<file path="config.mk">
export PLATFORM = sky130hd
export DESIGN_NAME = tcg_top
export DESIGN_NICKNAME = d
export VERILOG_FILES = /design/src/tcg_pkg.sv /design/src/tcg_ccr_mem.sv /design/src/tcg_top.sv
export VERILOG_INCLUDE_DIRS = /design/src
export SDC_FILE = /design/constraint.sdc
export NUM_CORES = 1
export LEC_CHECK = 0
export BUFFER_PORTS_ARGS = -buffer_cell sky130_fd_sc_hd__buf_2
export CAP_MARGIN = 5
export CORE_ASPECT_RATIO = 0.7
export CORE_MARGIN = 4
export CORE_UTILIZATION = 35
export DETAILED_ROUTE_END_ITERATION = 8
export HOLD_SLACK_MARGIN = 0.15
export PLACE_DENSITY = 0.69
export RECOVER_POWER = 50
export SLEW_MARGIN = 10
export SYNTH_ARGS = -nofsm -noshare
export SYNTH_HDL_FRONTEND = slang
export SYNTH_HIERARCHICAL = 1
export SYNTH_SLANG_ARGS = --single-unit
</file>
<file path="constraint.sdc">
create_clock -name ref_clk -period 6.75 [get_ports ref_clk]
set_clock_uncertainty 0.15 [all_clocks]
set_input_delay 0.3375 -clock ref_clk [delete_from_list [all_inputs] [get_ports ref_clk]]
set_output_delay 0.3375 -clock ref_clk [all_outputs]
set_load 0.005 [all_outputs]
</file>
<file path="src/tcg_consts.svh">
// Register offsets, field positions, mode codes and reset values of the timer configuration guard
`ifndef TCG_CONSTS_SVH
`define TCG_CONSTS_SVH
`define TCG_OFS_CTL0 8'h00
`define TCG_OFS_CTL1 8'h04
`define TCG_OFS_IOC0 8'h08
`define TCG_OFS_IOC1 8'h0c
`define TCG_OFS_IOC2 8'h10
`define TCG_OFS_OPT0 8'h14
`define TCG_OFS_STAT 8'h18
`define TCG_OFS_CCR0 8'h1c
`define TCG_CE_BIT 7
`define TCG_CKS_LSB 0
`define TCG_CKS_MSB 2
`define TCG_MD_LSB 0
`define TCG_MD_MSB 2
`define TCG_EEE_BIT 5
`define TCG_EST_BIT 6
`define TCG_OL0_BIT 1
`define TCG_OE0_BIT 0
`define TCG_OL1_BIT 3
`define TCG_OE1_BIT 2
`define TCG_IS_LSB 0
`define TCG_IS_MSB 3
`define TCG_ETS_LSB 0
`define TCG_ETS_MSB 1
`define TCG_EES_LSB 2
`define TCG_EES_MSB 3
`define TCG_OVF_BIT 0
`define TCG_CCS_LSB 4
`define TCG_CCS_MSB 5
`define TCG_OPT_WMASK 8'h31
`define TCG_CTL0_WMASK 8'h87
`define TCG_CTL1_WMASK 8'h27
`define TCG_IOC0_WMASK 8'h0f
`define TCG_MD_FREE 3'h0
`define TCG_MD_EVT 3'h1
`define TCG_MD_TRIG 3'h2
`define TCG_MD_ONESHOT 3'h3
`define TCG_MD_PWM_MEAS 3'h6
`define TCG_RST_BYTE 8'h00
`define TCG_RST_WORD 16'h0000
`define TCG_ADDR_MSB 7
`define TCG_SLOW_ERR 2'h1
`endif

</file>
<file path="src/tcg_pkg.sv">
// Types shared by the timer configuration guard
package tcg_pkg;
  typedef struct packed {
    logic [2:0] prescale;
    logic [2:0] mode;
    logic event_sel;
    logic [3:0] cap_edge;
    logic [1:0] evt_edge;
    logic [1:0] trig_edge;
    logic cap_en;
    logic evt_en;
    logic trig_en;
    logic ext_count_src;
  } tcg_eff_t;
  typedef enum logic [2:0] {
    TCG_IDLE = 3'b001,
    TCG_DATA = 3'b010,
    TCG_DONE = 3'b100
  } tcg_phase_t;
endpackage

</file>
<file path="src/tcg_ccr_mem.sv">
// Capture/compare register 0 store with registered read data
module tcg_ccr_mem (
  input wire logic ref_clk,
  input wire logic rstn,
  input wire logic wr_en,
  input wire logic [15:0] wr_data,
  output logic [15:0] rd_data
);
`include "tcg_consts.svh"
  logic [15:0] store;
  always_ff @(posedge ref_clk or negedge rstn) begin
    if (!rstn) begin
      store <= `TCG_RST_WORD;
      rd_data <= `TCG_RST_WORD;
    end else begin
      if (wr_en) begin
        store <= wr_data;
      end
      rd_data <= wr_en ? wr_data : store;
    end
  end
endmodule

</file>
<file path="src/tcg_top.sv">
// AHB-Lite configuration registers with run-enable write guard and mode qualification
module tcg_top (
  input wire logic ref_clk,
  input wire logic rstn,
  input wire logic hsel,
  input wire logic [31:0] haddr,
  input wire logic [1:0] htrans,
  input wire logic hwrite,
  input wire logic [2:0] hsize,
  input wire logic [31:0] hwdata,
  input wire logic hready,
  input wire logic cpu_slow_clock,
  output logic [31:0] hrdata,
  output logic hreadyout,
  output logic hresp,
  output tcg_pkg::tcg_eff_t eff_cfg,
  output logic count_run_enable,
  output logic software_trigger_pulse,
  output logic timer_output_pin_ch0,
  output logic timer_output_pin_oe_n_ch0,
  output logic timer_output_pin_ch1,
  output logic timer_output_pin_oe_n_ch1
);
  import tcg_pkg::*;
`include "tcg_consts.svh"

  typedef struct packed {
    tcg_phase_t phase;
    logic wr;
    logic [`TCG_ADDR_MSB:0] addr;
    logic [7:0] ctl0;
    logic [7:0] ctl1;
    logic [7:0] ioc0;
    logic [7:0] ioc1;
    logic [7:0] ioc2;
    logic [7:0] opt0;
    logic [1:0] blocked;
    logic [31:0] rdata;
    tcg_eff_t eff;
    logic trig;
    logic pin0;
    logic pin1;
    logic oen0;
    logic oen1;
    logic rdy;
  } tcg_state_t;

  tcg_state_t st, next_st;
  logic [15:0] ccr_rd;
  logic ccr_we;

  // Keep bits in keep_mask at old value when running, take new value otherwise
  function automatic logic [7:0] guard(input logic [7:0] old_v, input logic [7:0] new_v,
                                       input logic [7:0] keep_mask, input logic run);
    guard = run ? ((old_v & keep_mask) | (new_v & ~keep_mask)) : new_v;
  endfunction

  function automatic logic [7:0] bitmask(input int lo, input int hi);
    logic [7:0] m;
    m = 8'h00;
    for (int i = 0; i < 8; i++) begin
      if (i >= lo && i <= hi) begin
        m[i] = 1'b1;
      end
    end
    bitmask = m;
  endfunction

  tcg_ccr_mem u_ccr (
    .ref_clk(ref_clk),
    .rstn(rstn),
    .wr_en(ccr_we),
    .wr_data(hwdata[15:0]),
    .rd_data(ccr_rd)
  );

  always_comb begin
    logic run;
    logic [7:0] wd;
    logic changed;
    logic [7:0] keep;
    logic [2:0] md;
    run = 1'b0;
    wd = 8'h00;
    changed = 1'b0;
    keep = 8'h00;
    md = 3'h0;
    next_st = st;
    ccr_we = 1'b0;
    next_st.trig = 1'b0;
    run = st.ctl0[`TCG_CE_BIT];
    wd = hwdata[7:0];
    case (st.phase)
      TCG_IDLE: begin
        if (hsel && hready && htrans[1]) begin
          next_st.phase = TCG_DATA;
          next_st.wr = hwrite;
          next_st.addr = haddr[`TCG_ADDR_MSB:0];
        end
      end
      TCG_DATA: begin
        next_st.phase = TCG_DONE;
        next_st.rdata = 32'h00000000;
        if (st.wr) begin
          case (st.addr)
            `TCG_OFS_CTL0: begin
              // Prescale guarded only while already running; accepted with the 0->1 write
              keep = bitmask(`TCG_CKS_LSB, `TCG_CKS_MSB);
              next_st.ctl0 = guard(st.ctl0, wd, keep, run) & `TCG_CTL0_WMASK;
            end
            `TCG_OFS_CTL1: begin
              keep = bitmask(`TCG_MD_LSB, `TCG_MD_MSB) | bitmask(`TCG_EEE_BIT, `TCG_EEE_BIT);
              next_st.ctl1 = guard(st.ctl1, wd, keep, run) & `TCG_CTL1_WMASK;
              changed = run && (((wd ^ st.ctl1) & keep) != 8'h00);
              md = next_st.ctl1[`TCG_MD_MSB:`TCG_MD_LSB];
              if (wd[`TCG_EST_BIT] && (md == `TCG_MD_TRIG || md == `TCG_MD_ONESHOT)) begin
                next_st.trig = 1'b1;
              end
            end
            `TCG_OFS_IOC0: begin
              keep = `TCG_IOC0_WMASK;
              next_st.ioc0 = guard(st.ioc0, wd, keep, run) & `TCG_IOC0_WMASK;
              changed = run && (((wd ^ st.ioc0) & keep) != 8'h00);
            end
            `TCG_OFS_IOC1: begin
              keep = bitmask(`TCG_IS_LSB, `TCG_IS_MSB);
              next_st.ioc1 = guard(st.ioc1, wd, keep, run) & keep;
              changed = run && (((wd ^ st.ioc1) & keep) != 8'h00);
            end
            `TCG_OFS_IOC2: begin
              keep = bitmask(`TCG_ETS_LSB, `TCG_EES_MSB);
              next_st.ioc2 = guard(st.ioc2, wd, keep, run) & keep;
              changed = run && (((wd ^ st.ioc2) & keep) != 8'h00);
            end
            `TCG_OFS_OPT0: begin
              // Reserved option bits never stored; overflow flag is write-zero-to-clear
              keep = bitmask(`TCG_CCS_LSB, `TCG_CCS_MSB);
              next_st.opt0 = guard(st.opt0, wd, keep, run) & `TCG_OPT_WMASK;
              next_st.opt0[`TCG_OVF_BIT] = st.opt0[`TCG_OVF_BIT] & wd[`TCG_OVF_BIT];
              changed = run && (((wd ^ st.opt0) & keep) != 8'h00);
            end
            `TCG_OFS_CCR0: begin
              ccr_we = !cpu_slow_clock;
            end
            `TCG_OFS_STAT: begin
              next_st.blocked = 2'h0;
            end
            default: begin
            end
          endcase
          if (changed) begin
            next_st.blocked[0] = 1'b1;
          end
          if (st.addr == `TCG_OFS_CCR0 && cpu_slow_clock) begin
            next_st.blocked[1] = 1'b1;
          end
        end else begin
          case (st.addr)
            `TCG_OFS_CTL0: next_st.rdata = {24'h000000, st.ctl0};
            `TCG_OFS_CTL1: next_st.rdata = {24'h000000, st.ctl1};
            `TCG_OFS_IOC0: next_st.rdata = {24'h000000, st.ioc0};
            `TCG_OFS_IOC1: next_st.rdata = {24'h000000, st.ioc1};
            `TCG_OFS_IOC2: next_st.rdata = {24'h000000, st.ioc2};
            `TCG_OFS_OPT0: next_st.rdata = {24'h000000, st.opt0};
            `TCG_OFS_STAT: next_st.rdata = {29'h00000000, st.blocked, run};
            `TCG_OFS_CCR0: next_st.rdata = {16'h0000, ccr_rd};
            default: next_st.rdata = 32'h00000000;
          endcase
          if (st.addr == `TCG_OFS_CCR0 && cpu_slow_clock) begin
            next_st.rdata = 32'h00000000;
            next_st.blocked[1] = 1'b1;
          end
        end
      end
      TCG_DONE: begin
        next_st.phase = TCG_IDLE;
        if (hsel && hready && htrans[1]) begin
          next_st.phase = TCG_DATA;
          next_st.wr = hwrite;
          next_st.addr = haddr[`TCG_ADDR_MSB:0];
        end
      end
      default: begin
        next_st.phase = TCG_IDLE;
      end
    endcase
    md = next_st.ctl1[`TCG_MD_MSB:`TCG_MD_LSB];
    next_st.eff.prescale = next_st.ctl0[`TCG_CKS_MSB:`TCG_CKS_LSB];
    next_st.eff.mode = md;
    next_st.eff.event_sel = next_st.ctl1[`TCG_EEE_BIT];
    next_st.eff.ext_count_src = next_st.ctl1[`TCG_EEE_BIT] || md == `TCG_MD_EVT;
    next_st.eff.cap_en = md == `TCG_MD_FREE || md == `TCG_MD_PWM_MEAS;
    next_st.eff.cap_edge = next_st.eff.cap_en ? next_st.ioc1[`TCG_IS_MSB:`TCG_IS_LSB] : 4'h0;
    next_st.eff.evt_en = next_st.eff.ext_count_src;
    next_st.eff.evt_edge = next_st.eff.evt_en ?
                           next_st.ioc2[`TCG_EES_MSB:`TCG_EES_LSB] : 2'h0;
    next_st.eff.trig_en = md == `TCG_MD_TRIG || md == `TCG_MD_ONESHOT;
    next_st.eff.trig_edge = next_st.eff.trig_en ?
                            next_st.ioc2[`TCG_ETS_MSB:`TCG_ETS_LSB] : 2'h0;
    // Level bit reaches the pin regardless of run enable or output enable
    next_st.pin0 = next_st.ioc0[`TCG_OL0_BIT];
    next_st.pin1 = next_st.ioc0[`TCG_OL1_BIT];
    next_st.oen0 = !next_st.ioc0[`TCG_OE0_BIT];
    next_st.oen1 = !next_st.ioc0[`TCG_OE1_BIT];
    // Ready comes from a flop so the bus sees no decode glitch
    next_st.rdy = next_st.phase != TCG_DATA;
  end

  always_ff @(posedge ref_clk or negedge rstn) begin
    if (!rstn) begin
      st <= '0;
      st.phase <= TCG_IDLE;
      st.oen0 <= 1'b1;
      st.oen1 <= 1'b1;
      st.rdy <= 1'b1;
      // All-zero mode is free-running, so capture is qualified from reset on
      st.eff.cap_en <= 1'b1;
    end else begin
      st <= next_st;
    end
  end

  assign hrdata = st.rdata;
  assign hreadyout = st.rdy;
  assign hresp = 1'b0;
  assign eff_cfg = st.eff;
  assign count_run_enable = st.ctl0[`TCG_CE_BIT];
  assign software_trigger_pulse = st.trig;
  assign timer_output_pin_ch0 = st.pin0;
  assign timer_output_pin_oe_n_ch0 = st.oen0;
  assign timer_output_pin_ch1 = st.pin1;
  assign timer_output_pin_oe_n_ch1 = st.oen1;
endmodule

</file>
-- Word level (Yosys, flattened, before mapping)
Cells that the tools add are included.
- register bits: 106
- bits of input ports: 75
- output and inout bits: 59
- reductions and logical operators: 32
- muxes and demuxes: 39
- bitwise logic cells: 12
- equality and inequality tests: 19
- operator list (kind ; number):
    case mux 16 bit (8 select lines) ; 1
    2-to-1 mux 72 bit ; 1
    2-to-1 mux 32 bit ; 2
    nonzero test 8 bit ; 5
    2-to-1 mux 38 bit ; 1
    equality test 8 x 5 -> 1 bit, second input constant ; 4
    2-to-1 mux 4 bit ; 7
    2-to-1 mux 6 bit ; 4
    case mux 9 bit (2 select lines) ; 1
    equality test 8 x 4 -> 1 bit, second input constant ; 2
    equality test 3 x 2 -> 1 bit, second input constant ; 5
    AND reduction 3 bit ; 5
    2-to-1 mux 1 bit ; 14
    2-to-1 mux 12 bit ; 1
    OR 4 x 1 -> 4 bit, second input constant ; 3
    XOR 4 bit ; 3
    XOR 6 bit ; 2
    2-to-1 mux 11 bit ; 1
    logical AND 1 bit ; 9
    case mux 3 bit (3 select lines) ; 1
    equality test 8 x 3 -> 1 bit, second input constant ; 1
    logical NOT 8 bit ; 1
    2-to-1 mux 8 bit ; 1
    OR 3 x 8 -> 8 bit ; 1
    other kinds (13) ; 26

-- Depth between registers and ports, before layout
- depth after elaboration: 12
- depth in mapped cells: 8

-- Modules after synthesis
The synthesis kept the hierarchy.
- by module, submodules not included (module ; area each (um^2) ; seq. area each (um^2) ; cells an instance ; instances):
    tcg_top ; 3699.8 ; 1707.9 ; 325 ; 1
    tcg_ccr_mem ; 649.4 ; 400.4 ; 34 ; 1

-- Least setup slack after synthesis
No wires, ideal clock.
- kind: register to register
- start: reg st[112] (netlist name)
- end: reg u_ccr.rd_data[10]
- arrival: 1.959 ns
- period minus slack after synthesis: 2.234 ns
- path slack: 4.516 ns
- required time: 6.475 ns
- stages on the path, launching flop included: 8
- path through: dfrtp_1 nor3_4 nand4_4 or2_4 nor3_1 buf_6 buf_12 mux2_4
- longest elaborated chain between the ends: 4
- ends and longest elaborated chain (item ; line ; source):
    from (decl) ; tcg_top.sv:48 ; tcg_state_t st, next_st;
    from (signal assigned) ; tcg_top.sv:219 ; st <= next_st;
    equality test 8 x 5 -> 1 bit ; tcg_top.sv:105 ; case (st.addr)
    2-to-1 mux 1 bit ; tcg_top.sv:105 ;
    2-to-1 mux 1 bit ; tcg_top.sv:104 ; if (st.wr) begin
    2-to-1 mux 1 bit ; tcg_top.sv:93 ; case (st.phase)
    named net ccr_we ; tcg_top.sv:50 ; logic ccr_we;
    to (signal assigned) ; tcg_ccr_mem.sv:14 ; rd_data <= `TCG_RST_WORD;
    to (signal assigned) ; tcg_ccr_mem.sv:19 ; rd_data <= wr_en ? wr_data : store;
    to (decl) ; tcg_ccr_mem.sv:7 ; output logic [15:0] rd_data
The timed path passes the listed nets, and every way through them passes these cells.
A chain may end at the register's enable or synchronous reset.

-- Worst setup path after layout
- start: reg st[108] (netlist name)
- end: reg u_ccr.rd_data[3]
Same word-level chain as after synthesis.

==> qor.yml <==
status:
  run_status: "complete, no violations"
synth:
  synth.distinct_cells: 54
  synth.yosys.warnings: 6
  postSynthRegisterBits: 84
  synth_edf_count: 0
  post_synth.cell_area_avg_um2: 12.1
  syn_inst: 359
  synth_top_cell_area_share: 0.455
  async_flop_share: 1.00
  synth_area_um2: 4350
  synth_sequential_area_ratio: 0.485
  dominantRegCellSynth: "sky130_fd_sc_hd__dfrtp_1"
  netlist.top_cell.by_area: "sky130_fd_sc_hd__dfrtp_1"
  netlist_top_cells_area: "sky130_fd_sc_hd__dfrtp_1 (45%), sky130_fd_sc_hd__buf_4 (9.0%), sky130_fd_sc_hd__mux2_2 (8.8%)"
routing:
  firstDrtPassIters: 4
  drtAntennaViolNets: 0
  wl_per_cell_um: 16.7
  detail_route.iter0.violations: 173
  drt_wl_total_um: 9550
  viasPerCell: 4.79
  post-route-drc-count: 0
  route.vias.total: 2743
global_routing:
  globalRouteTotalUtil: 0.139
  initial_antenna_violation_count: 0
  first_global_vias: 2856
  wire_length_of_the_first_global_routing_pass_um: 15400
  maximum_number_of_pins_on_one_net_before_global_route_repair: 85
  globalRouteOverflowTotal: 0
timing:
  setup-violations-final: 0
  timing_worst_slew_pin_value_ns: 1.06
  post_route_fraction_of_the_period_consumed_by_the_critical_path: 0.470
  final_count_of_pins_violating_max_slew: 0
  timing.final.hold_violations: 0
  max_freq_mhz: 315
  relSlewSlack: 0.294
  period_minus_slack_ns: 3.17
  grt_setup_unrepaired: "no"
  setup_total_negative_slack_ns: 0
clocking:
  cts_num_sinks: 84
  cts.clk_slew.worst_paths_ns: 0.06
  numCtsBuffers: 9
  cts_buffer_depth: 2
  post_cts.resized_instances: 0
  cts-htree-levels: 3
  worst_skew_pair.late_latency_ns: 0.34
  cts_tree: "done"
  ctsRootBufferMaster: "sky130_fd_sc_hd__clkbuf_16"
power_and_ir_drop:
  power.static_leakage_uw: 0.00227
  power.switching_fraction: 0.256
  powerDensity_nw_per_um2: 263
  total_power_uw: 1310
  net_switching_power_uw: 334
  p_int_uw: 972
  p_comb_frac: 0.113
  sequentialPowerShare: 0.451
  ir_drop_uv: 135
  clock_power_share: 0.436
layout:
  layout.cells.non_filler: 573
  area.sequential_um2: 2110
  layout-drive-gt1-share: 0.305
  multiInputGateArea_um2: 1720
  most-common-layout-cells: "sky130_fd_sc_hd__dfrtp_1 (79), sky130_fd_sc_hd__buf_2 (42), sky130_fd_sc_hd__mux2_2 (34)"
  mostFrequentLayoutCell: "sky130_fd_sc_hd__dfrtp_1"
  layout_overhead_on_the_synthesized_area_pct: 14.2
  fin_nets: 486
  fillCellCount: 1154
  n_antenna_cell: 0
worst_setup_path:
  end_kind: "register"
  cp_data_required_time_ns: 6.82
  r2r_start: "st[108]"
  crit_arrival_ns: 3.24
  worst-setup-path-type: "register to register"
  timing.critical_path.from_type: "register"
  r2r_setup_slack_ns: 3.58
  path_max_fanout: 11
  critPathLaunch: "st[108]"
placement:
  place.port_buffers: 72
  dp_hpwl_um: 6830
  placed_cells_incl_taps: 536
  finalWeightedCongestion: 0.849
floorplanning:
  dieHeight_um: 101
  dieWidth_um: 141
  full_die_area_um2: 14300
  placeableCoreArea_um2: 11900
  ios: 134
  rows: 33
  initial_utilization: 0.364
run:
  maxCapViolCount: 0
hold_path:
  hold_start: "cpu_slow_clock"
  hold_path.class: "input pin to register"
## sequential cells by signal, indices dropped and copies added, names as in the netlist
register	flops
u_ccr/rd_data	16
timer_output_pin_oe_n_ch0	1
count_run_enable	1
hrdata	16
st	34
software_trigger_pulse	1
timer_output_pin_oe_n_ch1	1
eff_cfg	13
hreadyout	1
## power groups by stage
stage          clock network, uW  registers [uW]  logic (uW)
3_5_place_dp                   0             597         143
2_1_floorplan                  0             566         145
5_1_grt                      607             595         166
6_report                     569             589         148
3_3_place_gp                   0             594         141
4_1_cts                      582             589         154
## layout make-up
class,count,area share
tap,157,0.0396
timing repair buffer,95,0.110
clock buffer,9,0.0454
sequential,84,0.425
multi-input combinational,210,0.347
clock inverter,7,0.0247
inverter,11,0.00831
## synthesized netlist by cell type, types with 9 or more instances
cell,count
sky130_fd_sc_hd__buf_4,52
sky130_fd_sc_hd__dfrtp_1,79
sky130_fd_sc_hd__mux2_4,10
sky130_fd_sc_hd__mux2i_1,16
sky130_fd_sc_hd__inv_1,11
sky130_fd_sc_hd__clkbuf_1,9
sky130_fd_sc_hd__xnor2_1,10
sky130_fd_sc_hd__nor2_1,14
sky130_fd_sc_hd__nand3_1,10
sky130_fd_sc_hd__nand2_1,10
sky130_fd_sc_hd__o21ai_0,9
sky130_fd_sc_hd__mux2_2,34
sky130_fd_sc_hd__xor2_1,9
## per-stage QoR
stage          hold slack [ns]  instance area, um2  worst slack (ns)   util
2_1_floorplan           -0.108                4410              4.52      -
3_3_place_gp             0.310                4450              3.65  0.373
3_5_place_dp             0.327                4450              3.58  0.373
4_1_cts                  0.193                5010              3.58  0.420
5_1_grt                  0.221                4970              3.42  0.416
6_report                 0.204                4970              3.58  0.416
## routing by layer
| layer | track usage | vias up | routed length (um) |
|---|---|---|---|
| met2 | 0.202 | 96 | 4160 |
| met4 | 0.0335 | 0 | 95 |
| met5 | 0 | - | 0 |
| met3 | 0.0467 | 12 | 846 |
| li1 | - | 1289 | - |
| met1 | 0.200 | 1346 | 4450 |
## path summary, 6_finish.rpt
| kind | to | depth (start not counted) |
|---|---|---|
| max in group asynchronous | eff_cfg[1] | 2 |
| hold reg to reg | hrdata[7] | 2 |
| hold / removal | st[58] | 2 |
| setup / recovery | u_ccr/rd_data[3] | 6 |
| min in group asynchronous | st[113] | 2 |
| setup reg to reg | u_ccr/rd_data[3] | 6 |
## cell families after synthesis
group                     count (synthesis)  share of synthesized area
muxes                                    61                      0.165
and+or+nand+nor                          74                      0.110
DFF                                      84                      0.485
other                                     1                   0.000862
AOI/OAI and AO/OA                        39                     0.0679
xor gates and xnor gates                 19                     0.0383
buffers and inverters                    81                      0.134
## critical path: stages, from the launching register on
cell and delay (ns):
sky130_fd_sc_hd__dfrtp_1 0.38, sky130_fd_sc_hd__nor2_1 0.75, sky130_fd_sc_hd__nand4_4 0.21, sky130_fd_sc_hd__or2_4 0.33, sky130_fd_sc_hd__nor3_2 0.53, sky130_fd_sc_hd__buf_4 0.35
sky130_fd_sc_hd__mux2_2 0.36
## what timing repair did
item | 4_1_cts | 5_1_grt
hold buffers | 21 | 0
buffers inserted | 0 | 0
hold endpoints to repair | 101 | 0
No activity file was read; power rests on OpenSTA's default activity.
